$ cat src/core/ipv_pkg.sv
package ipv_pkg;
  // Sources in fixed priority order, index 0 highest.
  localparam int NUM_SRC     = 12;
  localparam int SRC_TRAP    = 0;
  localparam int SRC_NMI     = 1;
  localparam int SRC_EXT0    = 2;
  localparam int SRC_EXT1    = 3;
  localparam int SRC_EXT2    = 4;
  localparam int SRC_TMR0    = 5;
  localparam int SRC_TMR1    = 6;
  localparam int SRC_DMA0    = 7;
  localparam int SRC_DMA1    = 8;
  localparam int SRC_CSER    = 9;
  localparam int SRC_SER0    = 10;
  localparam int SRC_SER1    = 11;
  localparam int SRC_W       = 4;

  // Control register bit positions and reset value.
  localparam int              CTL_EXT0_EN_BIT = 0;
  localparam int              CTL_EXT1_EN_BIT = 1;
  localparam logic [7:0]      CTL_RESET       = 8'h00;

  // Vector-table offsets of the internally vectored sources.
  localparam logic [7:0] ext_irq1_vector       = 8'h00;
  localparam logic [7:0] ext_irq2_vector       = 8'h02;
  localparam logic [7:0] reload_timer0_vector  = 8'h04;
  localparam logic [7:0] reload_timer1_vector  = 8'h06;
  localparam logic [7:0] dma_chan0_vector      = 8'h08;
  localparam logic [7:0] dma_chan1_vector      = 8'h0A;
  localparam logic [7:0] clocked_serial_vector = 8'h0C;
  localparam logic [7:0] async_serial0_vector  = 8'h0E;
  localparam logic [7:0] async_serial1_vector  = 8'h10;

  // Direct jump targets.
  localparam logic [15:0] power_fail_jump_vector = 16'h0066;
  localparam logic [15:0] TRAP_JUMP_ADDR         = 16'h0000;
  localparam logic [15:0] EXT0_JUMP_ADDR         = 16'h0038;

  // Dispatch kinds.
  localparam logic [1:0] KIND_NONE   = 2'h0;
  localparam logic [1:0] KIND_VECTOR = 2'h1;
  localparam logic [1:0] KIND_JUMP   = 2'h2;

  // NMI cause codes.
  localparam logic [1:0] CAUSE_NONE   = 2'h0;
  localparam logic [1:0] CAUSE_PFAIL  = 2'h1;
  localparam logic [1:0] CAUSE_SERIAL = 2'h2;

  typedef enum logic [2:0] {
    IPV_IDLE = 3'b001,
    IPV_SERV = 3'b010,
    IPV_DONE = 3'b100
  } ipv_state_t;
endpackage : ipv_pkg

$ cat src/core/ipv_prio_enc.sv
`timescale 1ns/1ps
// Picks the lowest-index pending source, which is the highest priority.
module ipv_prio_enc (
  input  wire logic [ipv_pkg::NUM_SRC-1:0] req,    // Pending sources
  output logic                             any,    // Any pending
  output logic [ipv_pkg::SRC_W-1:0]        winner  // Index of winner
);
  always_comb begin
    any    = 1'b0;
    winner = '0;
    for (int i = ipv_pkg::NUM_SRC - 1; i >= 0; i--) begin
      if (req[i]) begin
        any    = 1'b1;
        winner = ipv_pkg::SRC_W'(i);
      end
    end
  end
endmodule : ipv_prio_enc

$ cat src/core/ipv_ctrl.sv
`timescale 1ns/1ps
module ipv_ctrl (
  input  wire logic        CLK,            // 40 MHz clock
  input  wire logic        RST_N,          // Async reset, active low
  input  wire logic        CTL_WR,         // Control register write strobe
  input  wire logic [7:0]  CTL_WDATA,      // Control register write data
  input  wire logic        EXT_IRQ0_N,     // External level request 0, active low
  input  wire logic        EXT_IRQ1_N,     // External level request 1, active low
  input  wire logic        EXT_IRQ2_N,     // Level 2 request, active low
  input  wire logic        TRAP_REQ,       // Illegal instruction trap
  input  wire logic        PFAIL_REQ,      // Power-fail detect
  input  wire logic        DBG_SER_REQ,    // Debug serial nonmaskable request
  input  wire logic [6:0]  PERIPH_REQ,     // Timer0/1, DMA0/1, clocked serial, serial0/1
  input  wire logic        ACK,            // Processor accepts the dispatch
  output logic [7:0]       CTL_RDATA,      // Control register readback
  output logic             IRQ_VALID,      // Dispatch presented
  output logic [1:0]       IRQ_KIND,       // Vector or jump
  output logic [15:0]      IRQ_ADDR,       // Table offset or jump target
  output logic [3:0]       IRQ_SRC,        // Winning source index
  output logic [1:0]       NMI_CAUSE       // Cause of nonmaskable dispatch
);
  logic [7:0]                     ctl_reg, next_ctl_reg;
  ipv_pkg::ipv_state_t            state, next_state;
  logic                           nmi_edge_prev, next_nmi_edge_prev;
  logic                           nmi_pend, next_nmi_pend;
  logic [1:0]                     nmi_cause_q, next_nmi_cause_q;
  logic                           valid, next_valid;
  logic [1:0]                     kind, next_kind;
  logic [15:0]                    addr, next_addr;
  logic [3:0]                     src, next_src;
  logic [1:0]                     cause, next_cause;
  logic [ipv_pkg::NUM_SRC-1:0]    req;
  logic                           any;
  logic [ipv_pkg::SRC_W-1:0]      winner;
  logic                           nmi_in;

  assign nmi_in = PFAIL_REQ | DBG_SER_REQ;

  // Level requests are sampled live each cycle, so a disabled request leaves no trace.
  always_comb begin
    req                        = '0;
    req[ipv_pkg::SRC_TRAP]     = TRAP_REQ;
    req[ipv_pkg::SRC_NMI]      = nmi_pend;
    req[ipv_pkg::SRC_EXT0]     = ~EXT_IRQ0_N & ctl_reg[ipv_pkg::CTL_EXT0_EN_BIT];
    req[ipv_pkg::SRC_EXT1]     = ~EXT_IRQ1_N & ctl_reg[ipv_pkg::CTL_EXT1_EN_BIT];
    req[ipv_pkg::SRC_EXT2]     = ~EXT_IRQ2_N;
    req[ipv_pkg::SRC_SER1:ipv_pkg::SRC_TMR0] = PERIPH_REQ;
  end

  ipv_prio_enc u_prio (
    .req    (req),
    .any    (any),
    .winner (winner)
  );

  always_comb begin
    next_ctl_reg       = ctl_reg;
    next_state         = state;
    next_nmi_edge_prev = nmi_in;
    next_nmi_pend      = nmi_pend;
    next_nmi_cause_q   = nmi_cause_q;
    next_valid         = valid;
    next_kind          = kind;
    next_addr          = addr;
    next_src           = src;
    next_cause         = cause;
    if (CTL_WR) begin
      next_ctl_reg = CTL_WDATA;
    end
    // The nonmaskable input is edge triggered; power fail outranks serial in the cause.
    if (nmi_in && !nmi_edge_prev) begin
      next_nmi_pend    = 1'b1;
      next_nmi_cause_q = PFAIL_REQ ? ipv_pkg::CAUSE_PFAIL : ipv_pkg::CAUSE_SERIAL;
    end
    case (state)
      ipv_pkg::IPV_IDLE: begin
        if (any) begin
          next_valid = 1'b1;
          next_src   = winner;
          next_cause = ipv_pkg::CAUSE_NONE;
          next_kind  = ipv_pkg::KIND_VECTOR;
          case (winner)
            ipv_pkg::SRC_W'(ipv_pkg::SRC_TRAP): begin
              next_kind = ipv_pkg::KIND_JUMP;
              next_addr = ipv_pkg::TRAP_JUMP_ADDR;
            end
            ipv_pkg::SRC_W'(ipv_pkg::SRC_NMI): begin
              next_kind  = ipv_pkg::KIND_JUMP;
              next_addr  = ipv_pkg::power_fail_jump_vector;
              next_cause = nmi_cause_q;
              // A new edge in this cycle keeps the pending flag set.
              if (!(nmi_in && !nmi_edge_prev)) begin
                next_nmi_pend = 1'b0;
              end
            end
            ipv_pkg::SRC_W'(ipv_pkg::SRC_EXT0): begin
              next_kind = ipv_pkg::KIND_JUMP;
              next_addr = ipv_pkg::EXT0_JUMP_ADDR;
            end
            ipv_pkg::SRC_W'(ipv_pkg::SRC_EXT1): next_addr = {8'h00, ipv_pkg::ext_irq1_vector};
            ipv_pkg::SRC_W'(ipv_pkg::SRC_EXT2): next_addr = {8'h00, ipv_pkg::ext_irq2_vector};
            ipv_pkg::SRC_W'(ipv_pkg::SRC_TMR0): next_addr = {8'h00, ipv_pkg::reload_timer0_vector};
            ipv_pkg::SRC_W'(ipv_pkg::SRC_TMR1): next_addr = {8'h00, ipv_pkg::reload_timer1_vector};
            ipv_pkg::SRC_W'(ipv_pkg::SRC_DMA0): next_addr = {8'h00, ipv_pkg::dma_chan0_vector};
            ipv_pkg::SRC_W'(ipv_pkg::SRC_DMA1): next_addr = {8'h00, ipv_pkg::dma_chan1_vector};
            ipv_pkg::SRC_W'(ipv_pkg::SRC_CSER): next_addr = {8'h00, ipv_pkg::clocked_serial_vector};
            ipv_pkg::SRC_W'(ipv_pkg::SRC_SER0): next_addr = {8'h00, ipv_pkg::async_serial0_vector};
            default:                            next_addr = {8'h00, ipv_pkg::async_serial1_vector};
          endcase
          next_state = ipv_pkg::IPV_SERV;
        end
      end
      ipv_pkg::IPV_SERV: begin
        if (ACK) begin
          next_valid = 1'b0;
          next_state = ipv_pkg::IPV_DONE;
        end
      end
      default: begin
        // One idle cycle lets a level source drop before it is sampled again.
        next_kind  = ipv_pkg::KIND_NONE;
        next_state = ipv_pkg::IPV_IDLE;
      end
    endcase
  end

  always_ff @(posedge CLK or negedge RST_N) begin
    if (!RST_N) begin
      ctl_reg       <= ipv_pkg::CTL_RESET;
      state         <= ipv_pkg::IPV_IDLE;
      nmi_edge_prev <= 1'b0;
      nmi_pend      <= 1'b0;
      nmi_cause_q   <= ipv_pkg::CAUSE_NONE;
      valid         <= 1'b0;
      kind          <= ipv_pkg::KIND_NONE;
      addr          <= 16'h0000;
      src           <= 4'h0;
      cause         <= ipv_pkg::CAUSE_NONE;
    end else begin
      ctl_reg       <= next_ctl_reg;
      state         <= next_state;
      nmi_edge_prev <= next_nmi_edge_prev;
      nmi_pend      <= next_nmi_pend;
      nmi_cause_q   <= next_nmi_cause_q;
      valid         <= next_valid;
      kind          <= next_kind;
      addr          <= next_addr;
      src           <= next_src;
      cause         <= next_cause;
    end
  end

  assign CTL_RDATA = ctl_reg;
  assign IRQ_VALID = valid;
  assign IRQ_KIND  = kind;
  assign IRQ_ADDR  = addr;
  assign IRQ_SRC   = src;
  assign NMI_CAUSE = cause;
endmodule : ipv_ctrl

$ cat config.mk
export PLATFORM = sky130hd
export DESIGN_NAME = ipv_ctrl
export DESIGN_NICKNAME = d
export VERILOG_FILES = /design/src/core/ipv_pkg.sv /design/src/core/ipv_prio_enc.sv /design/src/core/ipv_ctrl.sv
export SDC_FILE = /design/constraint.sdc
export NUM_CORES = 1
export LEC_CHECK = 0
export ABC_AREA = 1
export BUFFER_PORTS_ARGS = -buffer_cell sky130_fd_sc_hd__buf_2
export CAP_MARGIN = 0
export CORE_MARGIN = 3
export CORE_UTILIZATION = 48
export CTS_BUF_LIST = sky130_fd_sc_hd__clkbuf_16
export CTS_CLUSTER_DIAMETER = 60
export DETAILED_ROUTE_END_ITERATION = 6
export GPL_ROUTABILITY_DRIVEN = 1
export HOLD_SLACK_MARGIN = 0.1
export PLACE_DENSITY = 0.79
export SETUP_SLACK_MARGIN = 0.05
export SLEW_MARGIN = 20
export SYNTH_ARGS = -nofsm -noshare
export SYNTH_HDL_FRONTEND = slang
export SYNTH_SLANG_ARGS = --single-unit
$ cat constraint.sdc
create_clock -name CLK -period 1.7 [get_ports CLK]
set_input_delay 0.085 -clock CLK [delete_from_list [all_inputs] [get_ports CLK]]
set_output_delay 0.085 -clock CLK [all_outputs]
set_load 0.01 [all_outputs]
==> results by group, run 1 <==
Status
  – Status: finished, final reports clean

Die
  – Die extent in x: 62.1 um
  – Floorplan core area: 0.00288 sq mm
  – Effective utilization at floorplan: 0.525
  – Height of the chip: 62.1 um
  – Count of boundary I/O pins: 58
  – DIE AREA: 0.00385 sq mm
  – Site Rows: 19

Power and ir drop
  – Sw Share: 0.354
  – Gate power share: 0.356
  – Share of total power in the clock network: 0.282
  – Leakage power: 0.00112 uW
  – Switching pwr: 1030 uW
  – Max IR drop VDD: 0.000870 V
  – Pwr dens: 1420 mW/mm^2
  – Fraction of power consumed by sequential logic: 0.361
  – Internal portion of total power: 1880 uW

Placed design
  – Pre-CTS setup slack: 65.3 ps
  – Gpl congestion: 0.872
  – Instance area after placement: 0.00175 sq mm
  – Detail Placement HPWL: 2.29 mm
  – Count of input and output buffers: 47

Worst setup path
  – Critical-path maximum fanout: 4
  – Type of the worst setup path: reg -> reg
  – Top cell family by delay on the critical path: simple AND/OR/NAND/NOR gates
  – Crit path launch type: flop
  – Critical Path Slowest Stage Cell: sky130_fd_sc_hd__dfrtp_1
  – Critical Path End Type: flop
  – Peak per-stage delay on the critical path: 340 ps
  – Number of buffers and inverters on the critical path: 1
  – Required time of the worst setup path: 1870 ps
  – Cells along the critical path: inv_1, or2_4, nand2_4, a21oi_2, nor2_2, nand3_1, nand2_1, nand3_1, nand2_1, nand2_1
  – Crit-path most repeated cell: sky130_fd_sc_hd__nand2_1
  – Data arrival at the endpoint of the critical path: 1730 ps

GRT
  – Vias in the first global route: 1233
  – Number of antenna violations at the first check in global routing: 0
  – Global-route wire length before repair: 5.53 mm
  – Pin count of the biggest net entering global routing: 31
  – Gr usage total: 0.202
  – Total congestion overflow: 0

Clock tree
  – Worst-case clock buffer depth: 2
  – Skew-Pair Late Insertion Delay: 280 ps
  – CTS clock-pin slew for the worst setup and hold paths: 50 ps
  – TritonCTS clock tree: done
  – H-tree depth: 2
  – Root Buffer Master: sky130_fd_sc_hd__clkbuf_16
  – Total clock buffers created by CTS: 5
  – Total clock sinks: 30

Route
  – Detail Route Antenna Nets: 0
  – Vias per cell: 4.66
  – Post-route DRC violation count: 0
  – WL final: 3.35 mm
  – Drt initial violations: 40
  – Number of vias after detailed routing: 1319
  – Detailed-routing iteration count for the pre-antenna-repair pass: 4
  – Wirelength per Cell: 11.9 um

Logic synthesis
  – Number of synthesized flops with an enable pin: 0
  – Post-Syn Area: 0.00151 sq mm
  – Avg Inst Size Synth: 8.67 sq um
  – Yosys warnings: 0
  – Most common library cells after synthesis: sky130_fd_sc_hd__nand2_1, sky130_fd_sc_hd__dfrtp_1, sky130_fd_sc_hd__inv_1
  – Synth top area share: 0.481
  – Async SR Flop Fraction: 1.00
  – Most instantiated flip-flop cell in the synthesis netlist: sky130_fd_sc_hd__dfrtp_1
  – Most numerous cell in the Yosys netlist: sky130_fd_sc_hd__nand2_1
  – Sequential share of the synthesized area: 0.498
  – Number of distinct standard cells referenced by the synthesized netlist: 27
  – Cell taking the most area after synthesis: sky130_fd_sc_hd__dfrtp_1
  – Cells after synthesis: 174
  – Register bit count reported by yosys: 30
  – Synth area leaders: sky130_fd_sc_hd__dfrtp_1, sky130_fd_sc_hd__nand2_1, sky130_fd_sc_hd__inv_1

Run
  – Max-capacitance violation count: 0

STA
  – Final Max Tran Viols: 0
  – Setup total negative slack: 0 ps
  – Final setup violation count: 0
  – Transition time of the tightest slew-check pin: 664 ps
  – Achievable frequency: 639 MHz
  – Slack of the critical path: 135 ps
  – Final count of hold timing violations: 0
  – Worst-case hold slack: 148 ps
  – Skew final: 5.59 ps
  – Clock period minus worst slack: 1570 ps
  – Worst slew margin relative to its limit: 0.558
  – Final period utilization: 0.921
  – Unrepaired setup endpoints after global routing: false

Cells and area
  – Final core area utilization: 0.712
  – Diodes inserted: 0
  – Fraction of final layout cells with drive strength greater than 1: 0.340
  – Relative area change from synthesis to final layout: 35.8%
  – Post-route standard cell area excluding fillers: 0.00205 sq mm
  – Final Net Count: 265

Hold path
  – Worst Hold Class: in -> reg
==> final cells by class <==
cell class,count,area [sq um]
fill,238,827
tap,42,52.6
inverter,27,101
sequential,30,752
clock inverter,3,12.5
multi-input combinational,113,621
timing repair buffer,63,385
clock buffer,5,125
==> metrics by stage <==
stage	std cells	total power, uW
2_1_floorplan	183	1710
3_3_place_gp	261	2000
3_5_place_dp	261	2020
4_1_cts	281	2880
5_1_grt	283	3140
6_report	283	2910
==> worst min-delay path: stages <==
cell,delay (ps)
sky130_fd_sc_hd__buf_2,80
sky130_fd_sc_hd__inv_2,50
sky130_fd_sc_hd__nand3_1,90
sky130_fd_sc_hd__nand3_1,70
==> cells in the final DEF, fill, tap and decap left out, types with 2 or more instances in the layout <==
master,synthesis,final
sky130_fd_sc_hd__buf_2,1,47
sky130_fd_sc_hd__nand2_1,44,43
sky130_fd_sc_hd__dfrtp_1,29,29
sky130_fd_sc_hd__inv_1,24,25
sky130_fd_sc_hd__dlygate4sd3_1,0,12
sky130_fd_sc_hd__nand3_1,11,11
sky130_fd_sc_hd__nor2_1,10,10
sky130_fd_sc_hd__conb_1,1,10
sky130_fd_sc_hd__mux2_2,6,6
sky130_fd_sc_hd__o21ai_0,6,5
sky130_fd_sc_hd__clkbuf_16,0,5
sky130_fd_sc_hd__nor2_4,4,4
sky130_fd_sc_hd__o21ai_1,3,4
sky130_fd_sc_hd__buf_4,11,4
sky130_fd_sc_hd__inv_2,3,3
sky130_fd_sc_hd__o21ai_2,3,3
sky130_fd_sc_hd__nand4_1,3,3
sky130_fd_sc_hd__a21oi_1,3,2
==> cell families after synthesis <==
family / Yosys count / synth area share
AO/OA/AOI/OAI: 17 / 0.0730
buffers and inverters: 40 / 0.128
flip-flops: 30 / 0.498
multiplexers: 6 / 0.0448
other: 1 / 0.00249
AND/OR/NAND/NOR: 80 / 0.254
==> registers in the layout, summed over array words and instances, names as in the netlist <==
register,count
CTL_RDATA,8
IRQ_VALID,1
state,3
IRQ_SRC,4
nmi_pend,1
IRQ_ADDR,6
NMI_CAUSE,2
nmi_cause_q,2
nmi_edge_prev,1
IRQ_KIND,2
==> worst paths after layout <==
| check | start | end | slack [ps] | depth (start not counted) |
|---|---|---|---|---|
| max | CTL_RDATA[0]$_DFFE_PN0P_ | IRQ_ADDR[3]$_DFFE_PN0P_ | 130 | 10 |
| min | TRAP_REQ | IRQ_ADDR[2]$_DFFE_PN0P_ | 150 | 4 |
| max reg2reg | CTL_RDATA[0]$_DFFE_PN0P_ | IRQ_ADDR[3]$_DFFE_PN0P_ | 130 | 10 |
| min reg2reg | IRQ_KIND[0]$_DFFE_PN0P_ | IRQ_KIND[0]$_DFFE_PN0P_ | 480 | 2 |
| max in group asynchronous | RST_N | IRQ_SRC[3]$_DFFE_PN0P_ | 900 | 2 |
| min in group asynchronous | RST_N | IRQ_SRC[0]$_DFFE_PN0P_ | 370 | 2 |
==> power by group through the flow <==
stage / combinational (uW) / clock, uW / sequential, uW
global route: 1190 / 865 / 1080
floorplan: 590 / 0 / 1120
CTS: 1010 / 834 / 1040
detailed placement: 981 / 0 / 1040
global placement: 957 / 0 / 1050
finish: 1040 / 823 / 1050
==> metal layers <==
layer	track usage	part of all wire	vias to the layer above
met3	0.0764	0.091	8
met2	0.328	0.46	60
met5	0	0	-
met1	0.241	0.43	598
met4	0.0818	0.016	0
li1	-	-	653
==> what timing repair did <==
| action | 4_1_cts | 5_1_grt |
|---|---|---|
| hold buffers | 12 | 0 |
| hold endpoints to repair | 40 | 0 |
| endpoints found under the setup margin | 0 | 15 |
| resized for setup | 0 | 6 |
| buffers inserted | 0 | 2 |
No activity file was read; power rests on OpenSTA's default activity.
==> inputs of run 2 (changes only) <==
--- a/config.mk
+++ b/config.mk
@@ -9,13 +9,13 @@
 export BUFFER_PORTS_ARGS = -buffer_cell sky130_fd_sc_hd__buf_2
 export CAP_MARGIN = 0
 export CORE_MARGIN = 3
-export CORE_UTILIZATION = 48
+export CORE_UTILIZATION = 50
 export CTS_BUF_LIST = sky130_fd_sc_hd__clkbuf_16
 export CTS_CLUSTER_DIAMETER = 60
 export DETAILED_ROUTE_END_ITERATION = 6
 export GPL_ROUTABILITY_DRIVEN = 1
 export HOLD_SLACK_MARGIN = 0.1
-export PLACE_DENSITY = 0.79
+export PLACE_DENSITY = 0.81
 export SETUP_SLACK_MARGIN = 0.05
 export SLEW_MARGIN = 20
 export SYNTH_ARGS = -nofsm -noshare
==> constraint.sdc (replaced) <==
create_clock -name CLK -period 2 [get_ports CLK]
set_input_delay 0.1 -clock CLK [delete_from_list [all_inputs] [get_ports CLK]]
set_output_delay 0.1 -clock CLK [all_outputs]
set_load 0.01 [all_outputs]
==> run 2 against run 1 <==
Effect of this change:
- global-route usage is 0.87 points lower
- hold slack better by 14 ps
- critical endpoint is now IRQ_ADDR[2]$_DFFE_PN0P_
- largest power group unchanged
- flip-flop and latch count unchanged
- setup slack improved by 240 ps
- final cell count decreased by 4.9%
- sequential share of layout area up 1.1 points
- final area is 2.9% lower
- core utilization is 0.29 points lower
==> results by group, run 2 (synthesis results as in run 1) <==
Status
  – Status: finished, final reports clean

STA
  – Worst slew margin relative to its limit: 0.577 (+0.0193)
  – Clock period minus worst slack: 1630 ps (+60.5 ps)
  – Final count of hold timing violations: 0 (unchanged)
  – Achievable frequency: 615 MHz (-3.7%)
  – Final period utilization: 0.813 (-0.108)
  – Setup total negative slack: 0 ps (unchanged)
  – Transition time of the tightest slew-check pin: 635 ps (-28.9 ps)
  – Unrepaired setup endpoints after global routing: false
  – Final setup violation count: 0 (unchanged)
  – Worst-case hold slack: 161 ps (+13.7 ps)
  – Final Max Tran Viols: 0 (unchanged)
  – Slack of the critical path: 375 ps (+240 ps)
  – Skew final: 3.06 ps (-2.52 ps)

Die
  – Effective utilization at floorplan: 0.538 (+0.0133)
  – DIE AREA: 0.00371 sq mm (-3.6%)
  – Count of boundary I/O pins: 58 (unchanged)
  – Die extent in x: 60.9 um (-1.8%)
  – Height of the chip: 60.9 um (-1.8%)
  – Site Rows: 19 (unchanged)
  – Floorplan core area: 0.00281 sq mm (-2.5%)

Placed design
  – Count of input and output buffers: 47 (unchanged)
  – Count of placed standard cells including taps: 249 (-4.6%)
  – Detail Placement HPWL: 2.16 mm (-5.4%)
  – Gpl congestion: 0.784 (-10%)
  – Pre-CTS setup slack: 367 ps (+302 ps)

GRT
  – Total congestion overflow: 0 (unchanged)
  – Pin count of the biggest net entering global routing: 31 (unchanged)
  – Global-route wire length before repair: 5.17 mm (-6.6%)
  – Vias in the first global route: 1244 (+0.89%)
  – Number of antenna violations at the first check in global routing: 0 (unchanged)
  – Gr usage total: 0.193 (-0.00871)

Route
  – Number of vias after detailed routing: 1254 (-4.9%)
  – Wirelength per Cell: 11.3 um (-4.4%)
  – Detail Route Antenna Nets: 0 (unchanged)
  – Drt initial violations: 39 (-2.5%)
  – WL final: 3.05 mm (-9.1%)
  – Detailed-routing iteration count for the pre-antenna-repair pass: 4 (unchanged)
  – Post-route DRC violation count: 0 (unchanged)
  – Vias per cell: 4.66 (about the same)

Hold path
  – Worst Hold Class: in -> reg

Cells and area
  – Fraction of final layout cells with drive strength greater than 1: 0.319 (-0.0209)
  – Relative area change from synthesis to final layout: 31.9%
  – Max FFs per register: 8 (unchanged)
  – Final core area utilization: 0.710 (-0.00285)
  – Final standard cell count with taps included and fillers excluded: 269 (-4.9%)
  – Most common cell after layout, fill and taps aside: sky130_fd_sc_hd__buf_2
  – Diodes inserted: 0 (unchanged)
  – Final Net Count: 262 (-1.1%)
  – Top library cells by usage in the layout, fill and taps aside: sky130_fd_sc_hd__buf_2, sky130_fd_sc_hd__nand2_1, sky130_fd_sc_hd__dfrtp_1

Clock tree
  – Worst-case clock buffer depth: 2 (unchanged)
  – Total clock sinks: 30 (unchanged)
  – CTS clock-pin slew for the worst setup and hold paths: 50 ps (about the same)
  – H-tree depth: 2 (unchanged)
  – Root Buffer Master: sky130_fd_sc_hd__clkbuf_16
  – TritonCTS clock tree: done
  – Total clock buffers created by CTS: 5 (unchanged)
  – Skew-Pair Late Insertion Delay: 270 ps (about the same)
  – Post-CTS setup-driven buffer insertion count: 0 (unchanged)

Worst setup path
  – Required time of the worst setup path: 2150 ps (+280 ps)
  – Type of the worst setup path: reg -> reg
  – Crit path launch type: flop
  – Data arrival at the endpoint of the critical path: 1780 ps (+50 ps)
  – Critical Path End Type: flop
  – Critical-path maximum fanout: 13 (+9)

Run
  – Max-capacitance violation count: 0 (unchanged)

Power and ir drop
  – Leakage power: 0.00110 uW (-1.8%)
  – Max IR drop VDD: 0.000860 V (-1.2%)
  – Pwr dens: 1200 mW/mm^2 (-16%)
==> run 2: cell types whose count changed in the layout (fill, tap and decap cells not counted), sizes merged <==
cell | previous run | this run
buf | 51 | 48
==> run 2: area by class of cell <==
type / count / area [sq um]
clock buffer: 5 / 125
clock inverter: 3 / 12.5
fill: 222 / 815
inverter: 27 / 101
multi-input combinational: 113 / 598
sequential: 30 / 752
tap: 31 / 38.8
timing repair buffer: 60 / 363
==> run 2: layer usage <==
metal / vias to the layer above / global-route usage / wire length (um)
met1: 553 / 0.221 / 1290
met2: 48 / 0.331 / 1510
li1: 649 / - / -
met4: 0 / 0.0929 / 38
met5: - / 0 / 0
met3: 4 / 0.0553 / 217
==> run 2: through the flow <==
step	power, uW	area, sq um
2_1_floorplan	1450	1540
3_5_place_dp	1690	1730
3_3_place_gp	1670	1730
6_report	2390	1990
4_1_cts	2410	1990
5_1_grt	2570	1990
==> run 2: repair_timing <==
action,CTS,global route
hold buffers,12,0
resized for setup,0,0
endpoints found under the hold margin,40,0
==> run 2: power by group <==
part / total [uW] / switching [uW] / internal [uW]
clock network: 690 / 242 / 447
registers: 885 / 88.9 / 796
logic: 816 / 495 / 321
total: 2390 / 827 / 1560
==> run 2: path summary, 6_finish.rpt <==
check,from,endpoint,slack (ps),cells after the start
worst min-delay path,TRAP_REQ,IRQ_SRC[0]$_DFFE_PN0P_,160,4
min in group asynchronous,RST_N,IRQ_SRC[2]$_DFFE_PN0P_,400,2
worst min register to register,IRQ_KIND[0]$_DFFE_PN0P_,IRQ_KIND[0]$_DFFE_PN0P_,480,2
worst max-delay path,state[0]$_DFFE_PN1P_,IRQ_ADDR[2]$_DFFE_PN0P_,370,8
worst max register to register,state[0]$_DFFE_PN1P_,IRQ_ADDR[2]$_DFFE_PN0P_,370,8
max in group asynchronous,RST_N,CTL_RDATA[7]$_DFFE_PN0P_,1180,2
==> run 2: critical path, cell delays in order (launching register included) <==
cell	delay [ps]
sky130_fd_sc_hd__dfstp_2	530
sky130_fd_sc_hd__inv_1	40
sky130_fd_sc_hd__nor3_1	220
sky130_fd_sc_hd__inv_1	130
sky130_fd_sc_hd__a21oi_4	140
sky130_fd_sc_hd__buf_4	190
sky130_fd_sc_hd__inv_2	120
sky130_fd_sc_hd__nand2_1	70
sky130_fd_sc_hd__nand3_1	70
